<file path="config.mk">
export PLATFORM = sky130hd
export DESIGN_NAME = kpl_latch
export DESIGN_NICKNAME = d
export VERILOG_FILES = /design/src/design/kpl_pkg.sv /design/src/design/kpl_latch.sv
export SDC_FILE = /design/constraint.sdc
export NUM_CORES = 1
export LEC_CHECK = 0
export BUFFER_PORTS_ARGS = -buffer_cell sky130_fd_sc_hd__clkbuf_2
export CAP_MARGIN = 20
export CORE_MARGIN = 8
export CORE_UTILIZATION = 45
export CTS_CLUSTER_DIAMETER = 50
export DETAILED_ROUTE_END_ITERATION = 10
export PLACE_DENSITY = 0.74
export SLEW_MARGIN = 20
export SYNTH_ARGS = -nofsm -noshare
export SYNTH_HDL_FRONTEND = slang
export SYNTH_SLANG_ARGS = --single-unit
</file>
<file path="constraint.sdc">
create_clock -name hclk -period 1.9 [get_ports hclk]
set_input_delay 0.095 -clock hclk [delete_from_list [all_inputs] [get_ports hclk]]
set_output_delay 0.095 -clock hclk [all_outputs]
set_load 0.01 [all_outputs]
</file>
<file path="src/design/kpl_pkg.sv">
// constants, types and field layout for the keypad interrupt latch
// Functional notes
// - eight port pins act as interrupt inputs, each enabled alone, one common mask.
// - an enabled keypad pin also gets its pull-up, whatever the port pull-up bits say.
// - a request latches when an enabled pin goes low after all were high.
// - edge mode ignores a falling edge while another enabled pin is already low.
// - edge-plus-level mode keeps the request while any enabled pin stays low.
// - level mode clears only after acknowledge and all pins high, either order.
// - fetching the keypad vector acknowledges and clears the request.
// - software writing 1 to the acknowledge bit does the same as a fetch.
// - a falling edge after a software acknowledge latches a fresh request.
// - with the mask clear a latched request goes to the cpu, vector ffe0/ffe1.
// - edge mode clears at once on acknowledge, regardless of pin levels.
// - reset clears request and sensitivity bit even with a pin held low.
// - the pending flag shows the request regardless of the mask.
// - an enabled pin is forced to input; pin read only while direction is 0.
// - input six works only with rc oscillator option and pin-6 port enable set.
// - acknowledge bit reads 0; flag, mask, sensitivity and enables reset to 0.
// - in break state without break-clear-enable an acknowledge write does nothing.
// - logic stays active in wait and stop; unmasked request wakes the mcu.
package kpl_pkg;

  // ----------------------------------------------------------------
  // register map (byte addresses, low address byte decoded)
  // ----------------------------------------------------------------
  localparam logic [7:0]  OFF_SCR     = 8'h00;  // keypad_status_control_register
  localparam logic [7:0]  OFF_ENR     = 8'h04;  // keypad_enable_register
  localparam logic [7:0]  OFF_CFG     = 8'h08;  // port direction, pull-up, pin-6 options
  localparam logic [7:0]  OFF_DAT     = 8'h0c;  // port data latch / pin read

  // ----------------------------------------------------------------
  // field positions
  // ----------------------------------------------------------------
  localparam int          SCR_FLAG    = 3;      // keypad_pending_flag, read only
  localparam int          SCR_ACK     = 2;      // keypad_ack_bit, write only
  localparam int          SCR_MASK    = 1;      // keypad_mask_bit
  localparam int          SCR_SENS    = 0;      // keypad_sensitivity_select
  localparam int          CFG_DIR     = 0;      // port_direction_register, 8 bits
  localparam int          CFG_PU      = 8;      // port_pullup_enable_bit x8
  localparam int          CFG_P6EN    = 16;     // pin6_port_enable
  localparam int          CFG_OSC     = 17;     // oscillator_option_select, 0 = rc
  localparam int          PIN_SIX     = 6;

  // ----------------------------------------------------------------
  // reset values and vector
  // ----------------------------------------------------------------
  localparam logic [7:0]  RST_BYTE    = 8'h00;
  localparam logic        RST_OSC     = 1'b1;
  localparam logic [15:0] VEC_KEYPAD  = 16'hffe0;  // vector pair ffe0/ffe1

  typedef enum logic [1:0] {BUS_IDLE, BUS_WRITE, BUS_READ} kpl_bus_state_type;

  // pad-side outputs of port A travel together
  typedef struct packed {
    logic [7:0] dout;
    logic [7:0] oe;
    logic [7:0] pull;
  } kpl_pad_type;

endpackage

</file>
<file path="src/design/kpl_latch.sv">
// keypad interrupt latch with AHB-Lite register slave and port A pad control
`timescale 1ns/100ps
module kpl_latch (
  input  wire logic                 hclk,
  input  wire logic                 hresetn,
  input  wire logic                 hsel,
  input  wire logic [31:0]          haddr,
  input  wire logic [1:0]           htrans,
  input  wire logic                 hwrite,
  input  wire logic [2:0]           hsize,
  input  wire logic [31:0]          hwdata,
  input  wire logic                 hready,
  output logic                      hreadyout,
  output logic                      hresp,
  output logic [31:0]               hrdata,
  input  wire logic [7:0]           pin_in,
  output kpl_pkg::kpl_pad_type      pad,
  input  wire logic                 vec_fetch,
  input  wire logic [15:0]          vec_addr,
  input  wire logic                 brk_state,
  input  wire logic                 brk_clear_en,
  output logic                      keypad_irq
);

  // ----------------------------------------------------------------
  // functions
  // ----------------------------------------------------------------
  // input six is only a keypad input with the rc option and its port enable
  function automatic logic [7:0] eff_en(input logic [7:0] en, input logic p6, input logic osc);
    logic [7:0] e;
    e = en;
    e[kpl_pkg::PIN_SIX] = en[kpl_pkg::PIN_SIX] & p6 & ~osc;
    return e;
  endfunction

  function automatic logic hit(input logic [7:0] a, input logic [7:0] off);
    return a == off;
  endfunction

  // ----------------------------------------------------------------
  // state
  // ----------------------------------------------------------------
  kpl_pkg::kpl_bus_state_type state_r;
  kpl_pkg::kpl_bus_state_type state_nxt;
  kpl_pkg::kpl_pad_type       pad_r;
  logic [7:0]                 addr_r;
  logic [31:0]                hrdata_r;
  logic                       hready_r;
  logic [7:0]                 sync1_r;
  logic [7:0]                 sync2_r;
  logic                       prev_low_r;
  logic                       latch_r;
  logic                       keypad_pending_flag_r;
  logic                       irq_r;
  logic                       mask_r;
  logic                       sens_r;
  logic [7:0]                 en_r;
  logic [7:0]                 dir_r;
  logic [7:0]                 pu_r;
  logic [7:0]                 data_r;
  logic                       p6en_r;
  logic                       osc_r;

  // ----------------------------------------------------------------
  // bus decode
  // ----------------------------------------------------------------
  wire        addr_take = hsel & hready & htrans[1];
  wire        wr_go     = state_r == kpl_pkg::BUS_WRITE;
  wire        wr_scr    = wr_go & hit(addr_r, kpl_pkg::OFF_SCR);
  wire        wr_enr    = wr_go & hit(addr_r, kpl_pkg::OFF_ENR);
  wire        wr_cfg    = wr_go & hit(addr_r, kpl_pkg::OFF_CFG);
  wire        wr_dat    = wr_go & hit(addr_r, kpl_pkg::OFF_DAT);

  // ----------------------------------------------------------------
  // detection and acknowledge
  // ----------------------------------------------------------------
  // disabled pins count as high, so they never block or raise a request
  wire [7:0]  en_eff    = eff_en(en_r, p6en_r, osc_r);
  wire        any_low   = |(~sync2_r & en_eff);
  wire        edge_set  = any_low & ~prev_low_r;
  // break state protects the latch from acknowledge writes unless clearing is allowed
  wire        brk_lock  = brk_state & ~brk_clear_en;
  wire        ack_sw    = wr_scr & hwdata[kpl_pkg::SCR_ACK] & ~brk_lock;
  wire        ack_vec   = vec_fetch & (vec_addr[15:1] == kpl_pkg::VEC_KEYPAD[15:1]);
  wire        ack       = ack_sw | ack_vec;
  // set wins over a same-cycle acknowledge, so no edge is lost
  wire        latch_nxt = edge_set | (latch_r & ~ack);
  // level mode holds the request while a pin is low, even after ack
  wire        pend_nxt  = latch_nxt | (sens_r & any_low);
  wire        mask_nxt  = wr_scr ? hwdata[kpl_pkg::SCR_MASK] : mask_r;
  wire        sens_nxt  = wr_scr ? hwdata[kpl_pkg::SCR_SENS] : sens_r;

  // ----------------------------------------------------------------
  // read mux
  // ----------------------------------------------------------------
  // a pin reads its level only while its direction bit is 0
  wire [7:0]  dat_rd    = (dir_r & data_r) | (~dir_r & sync2_r);
  wire [31:0] scr_rd    = {28'h0000000, keypad_pending_flag_r, 1'b0, mask_r, sens_r};
  wire [31:0] cfg_rd    = {14'h0000, osc_r, p6en_r, pu_r, dir_r};
  wire [31:0] rd_mux    = hit(addr_r, kpl_pkg::OFF_SCR) ? scr_rd :
                          hit(addr_r, kpl_pkg::OFF_ENR) ? {24'h000000, en_r} :
                          hit(addr_r, kpl_pkg::OFF_CFG) ? cfg_rd :
                          hit(addr_r, kpl_pkg::OFF_DAT) ? {24'h000000, dat_rd} : 32'h00000000;

  // next bus state; reads take one wait state so a write just before is seen
  always_comb begin
    state_nxt = kpl_pkg::BUS_IDLE;
    case (state_r)
      kpl_pkg::BUS_READ: state_nxt = kpl_pkg::BUS_IDLE;
      kpl_pkg::BUS_IDLE,
      kpl_pkg::BUS_WRITE: begin
        if (addr_take) begin
          state_nxt = hwrite ? kpl_pkg::BUS_WRITE : kpl_pkg::BUS_READ;
        end
      end
      default: state_nxt = kpl_pkg::BUS_IDLE;
    endcase
  end

  // bus slave state and read data
  always_ff @(posedge hclk or negedge hresetn) begin
    if (!hresetn) begin
      state_r  <= kpl_pkg::BUS_IDLE;
      addr_r   <= 8'h00;
      hready_r <= 1'b1;
      hrdata_r <= 32'h00000000;
    end else begin
      state_r  <= state_nxt;
      addr_r   <= addr_take ? haddr[7:0] : addr_r;
      hready_r <= ~(addr_take & ~hwrite);
      hrdata_r <= (state_r == kpl_pkg::BUS_READ) ? rd_mux : hrdata_r;
    end
  end

  // control registers; writes land in the data phase
  always_ff @(posedge hclk or negedge hresetn) begin
    if (!hresetn) begin
      mask_r <= 1'b0;
      sens_r <= 1'b0;
      en_r   <= kpl_pkg::RST_BYTE;
      dir_r  <= kpl_pkg::RST_BYTE;
      pu_r   <= kpl_pkg::RST_BYTE;
      data_r <= kpl_pkg::RST_BYTE;
      p6en_r <= 1'b0;
      osc_r  <= kpl_pkg::RST_OSC;
    end else begin
      mask_r <= mask_nxt;
      sens_r <= sens_nxt;
      en_r   <= wr_enr ? hwdata[7:0] : en_r;
      dir_r  <= wr_cfg ? hwdata[kpl_pkg::CFG_DIR +: 8] : dir_r;
      pu_r   <= wr_cfg ? hwdata[kpl_pkg::CFG_PU +: 8] : pu_r;
      p6en_r <= wr_cfg ? hwdata[kpl_pkg::CFG_P6EN] : p6en_r;
      osc_r  <= wr_cfg ? hwdata[kpl_pkg::CFG_OSC] : osc_r;
      data_r <= wr_dat ? hwdata[7:0] : data_r;
    end
  end

  // two-stage pin synchroniser; only sync2_r feeds detection
  always_ff @(posedge hclk or negedge hresetn) begin
    if (!hresetn) begin
      sync1_r <= 8'hff;
      sync2_r <= 8'hff;
    end else begin
      sync1_r <= pin_in;
      sync2_r <= sync1_r;
    end
  end

  // latch and flag; no clock gating, so wait and stop do not stop it
  always_ff @(posedge hclk or negedge hresetn) begin
    if (!hresetn) begin
      prev_low_r <= 1'b0;
      latch_r    <= 1'b0;
      keypad_pending_flag_r     <= 1'b0;
      irq_r      <= 1'b0;
    end else begin
      prev_low_r <= any_low;
      latch_r    <= latch_nxt;
      keypad_pending_flag_r     <= pend_nxt;
      irq_r      <= pend_nxt & ~mask_nxt;
    end
  end

  // pad drive: enabled pins become inputs with pull-up on
  always_ff @(posedge hclk or negedge hresetn) begin
    if (!hresetn) begin
      pad_r <= '0;
    end else begin
      pad_r.dout <= data_r;
      pad_r.oe   <= dir_r & ~en_eff;
      pad_r.pull <= pu_r | en_eff;
    end
  end

  assign hreadyout  = hready_r;
  assign hresp      = 1'b0;
  assign hrdata     = hrdata_r;
  assign pad        = pad_r;
  assign keypad_irq = irq_r;
endmodule

</file>
# == Word-level counts from Yosys, hierarchy flattened ==
# Cells that the tools add are included.
# totals
output_inout_bits,59
wordCells,76
register_bits,123
# op_classes
eq_ne,6
bitwise,37
reduce_logical,4
muxes,8
# ops
operator,count
$mux 18,3
$and 8x8->8,4
$not 8->8,3
$and 1x1->1,17
$eq 8x4->1 const B,2
$or 8x8->8,2
$eq 15x15->1 const B,1
$eq 8x3->1 const B,1
$logic_not 8->1,1
$mux 8,1
$not 1->1,8
$reduce_or 8->1,1
$mux 2,3
$or 1x1->1,3
$eq 2x1->1 const B,1
$eq 2x2->1 const B,1
$logic_not 2->1,1
$reduce_or 2->1,1
$mux 1,1

# == Longest topological paths before layout ==
# logic_depth
ltp_word,10
mapped_depth,6
ltp_nobuf,4

# == Worst setup path after synthesis ==
# Ideal clock, no wire load.
# synth_path
path_type,reg2reg
startpoint,reg addr_r[1]
endpoint,reg data_r[0]
setup_ns,0.125
arrival_time_ns,1.568
stages_incl_launch_ff,6
setup_slack_ns,0.207
synth_period_minus_slack_ns,1.693
path_cell_list,dfrtp_1 nor4_4 and3_4 and3_1 buf_4 mux2_2
# synth_via
elab_chain_cells,2
# synth_rtl
element,line,rtl
start: declaration,kpl_latch.sv:46,logic [7:0] addr_r;
start signal: assignment,kpl_latch.sv:129,addr_r <= addr_take ? haddr[7:0] : addr_r;
$eq 8x4->1,kpl_latch.sv:37,return a == off;
$and 1x1->1,kpl_latch.sv:72,"wire wr_dat = wr_go & hit(addr_r, kpl_pkg::OFF_DAT);"
end signal: assignment,kpl_latch.sv:143,data_r <= kpl_pkg::RST_BYTE;
end signal: assignment,kpl_latch.sv:154,data_r <= wr_dat ? hwdata[7:0] : data_r;
end: declaration,kpl_latch.sv:60,logic [7:0] data_r;
# Every way passes these cells.
# A chain may end at the register's enable or synchronous reset.

# == Final worst setup path ==
# layout_path
startpoint,reg addr_r[4]
endpoint,reg data_r[5]
# Same word-level chain as after synthesis.

==> metrics.cfg <==
[cells_and_area]
diodes = 0
finalCoreUtilization_pct = 59.5
layout_common_cells = 100 x clkbuf_2, 91 x dfrtp_1, 35 x mux2_2, 33 x dlygate4sd3_1, 18 x dfstp_2
area_growth_pct = 28.4
final_nets = 555
fillers = 777
final_cells = 588
multi_input_area_mm2 = 0.00140
mostFrequentLayoutCell = clkbuf_2
drive_above_1_share_pct = 44.9
seq_area_mm2 = 0.00275

[clocking]
htreeDepth = 3
worstSkewPairLatency_ns = 0.36
cts_root_buffer = clkbuf_8
clock_path_buffers = 2
tritoncts = built
clk_pin_slew_worst_paths_ns = 0.10
cts_sinks = 109
cts_buffers = 9

[floorplanning]
coreArea_mm2 = 0.00924
initial_core_util_pct = 46.3
dieArea_mm2 = 0.0129
die_w_um = 114
io_pins = 160
chipHeight_um = 114
rows = 35

[sta]
worstMarginPinSlew_ns = 0.778
finalHoldViolCount = 0
slew_viol_final = 0
finClkSkew_ns = 0.00859
fin_ws_ns = 0.0426
hold_slack_ns = 0.0163
fin_setup_tns_ns = 0
period_share_pct = 97.8
fmax_ghz = 0.538
setup_viol = 0
timing.final.crit_period_ns = 1.86
slew_headroom_pct = 48.1

[pwr]
vdd_drop_max_mv = 0.380
power_density_mw_per_mm2 = 833
leakage_nw = 2.68

[worst_setup_path]
worst_ep_arrival_time_ns = 2.11
worstSetupPathType = flip-flop to flip-flop
crit_fanout = 4
cp_data_required_time_ns = 2.15
crit_path_end_kind = flip-flop
cp-start-kind = flip-flop

[placed_design]
gp_congestion = 0.790
portBuffers = 101
placedCellCount = 536
hpwl_um = 6910
dp_slack_ns = 0.0200

[synthesis]
ys_seq_area_share_pct = 64.3
synthCells = 307
synth-seq-cells = 109
synth_cell_types = 41
synth_warnings = 0
syn_avg_cell_area_um2 = 13.9
syn-cell-area_mm2 = 0.00428

[global_route]
overflow = 0
grt_pass1_vias = 3125
grt_pass1_wl_um = 15600
grt_util_all_layers_pct = 15.3
antenna_found_initial = 0
grt_start_max_net_pins = 51

[run]
cap_violations = 0

[detailed_routing]
drt_first_pass_iters = 4
wirelength_um = 9450
wl_per_cell_um = 16.1
vias_per_cell = 4.82
remaining_drc_errors = 0
drtAntennaViolNets = 0
drt_iter0_drc = 119
vias = 2833

[hold_path]
hold_class = primary input to flip-flop

[status]
outcome = completed

==> final timing paths <==
kind                            startpoint         end  slack (ns)  depth (start not counted)
worst max-delay path             addr_r[4]   data_r[5]        0.04                          5
worst min-delay path             hwdata[0]   data_r[0]        0.02                          2
worst max register to register   addr_r[4]   data_r[5]        0.04                          5
worst min register to register  sync1_r[0]  sync2_r[0]        0.36                          0
max in group asynchronous          hresetn  sync2_r[6]        1.06                          3
min in group asynchronous          hresetn   data_r[0]        0.20                          2
==> worst max-delay path: stages, from the launching register on <==
cell     delay (ns)
dfrtp_1        0.42
nor4_4         0.35
and3_4         0.28
and3_1         0.19
buf_4          0.17
mux2_2         0.33
==> logic make-up after synthesis <==
| kind of cell | count (synthesis) | share of synthesized area, % |
|---|---|---|
| DFF | 109 | 64.3 |
| and+or+nand+nor | 70 | 10.5 |
| AOI/OAI and AO/OA | 48 | 7.43 |
| muxes | 48 | 13.4 |
| buffers and inverters | 31 | 4.33 |
| other | 1 | 0.0876 |
==> through the flow <==
step / total power, mW / instance area, µm²
after detailed placement: 3.15 / 4920
final: 4.58 / 5500
after CTS: 4.63 / 5490
after global placement: 3.13 / 4920
after global routing: 4.77 / 5500
after floorplan: 2.93 / 4330
==> cells in the mapped netlist <==
cell       instances  area [µm²]
nor3b_1            1        7.51
and2_1             1        6.26
a22oi_1            1        7.51
nand3_1            2        10.0
nor2_1            11        41.3
mux2_2            35         394
a2111oi_0          1        8.76
o31ai_1            5        37.5
buf_4             16         120
buf_2              1        5.00
conb_1             1        3.75
nand2_1           10        37.5
or2_1              1        6.26
nand2b_1           3        18.8
inv_1              7        26.3
nor4_4             1        21.3
nand3b_1           5        37.5
mux2i_1            3        30.0
a41o_1             1        10.0
and3_4             1        11.3
o21ai_0           10        50.1
or2_2              9        56.3
nor3b_4            1        18.8
nor2b_1           14        87.6
a21oi_1           12        60.1
clkbuf_1           6        22.5
o211ai_1           1        7.51
and4_1             1        8.76
or4_1              1        7.51
nand4_1            3        18.8
and3_1             1        6.26
dfstp_2           18         473
dfrtp_1           91        2280
a22o_1            10        87.6
a21o_1             4        30.0
a31oi_1            3        18.8
mux2_4            10         150
nand3b_4           1        20.0
nand4b_1           2        17.5
or4b_1             1        10.0
buf_6              1        11.3
==> final cells by class <==
cell class	count	area share, %
Multi-Input combinational cell	181	25.5
Tap cell	129	2.94
Timing Repair Buffer	146	17.3
Inverter	7	0.478
Clock inverter	7	1.48
Clock buffer	9	2.25
Sequential cell	109	50.0
==> sequential cells by signal, summed over array words and instances (netlist names), 2 cells and up <==
register  count
sync1_r       8
pu_r          8
dir_r         8
sync2_r       8
en_r          8
pad          24
hrdata       18
addr_r        8
state_r       2
data_r        8
==> power breakdown <==
| group | internal, mW | total (mW) | switching, mW | leakage (nW) |
|---|---|---|---|---|
| Combinational | 0.300 | 0.573 | 0.272 | 1.26 |
| Sequential | 2.47 | 2.59 | 0.118 | 1.32 |
| Clock | 0.626 | 1.41 | 0.788 | 0.100 |
==> per-layer routing <==
layer	global-route usage, %	part of all wire (%)	wire [µm]
met1	19.3	44	4200
met3	4.28	6.7	637
met4	5.95	1.4	137
met2	24.5	47	4480
met5	0	0	0
==> what timing repair did <==
item | in CTS | in global routing
setup endpoints to repair | 5 | 8
hold endpoints to repair | 73 | 0
gates resized for setup | 0 | 1
setup buffers | 2 | 1
pin swaps | 0 | 1
hold buffers | 33 | 0
(Power assumes the default switching activity.)
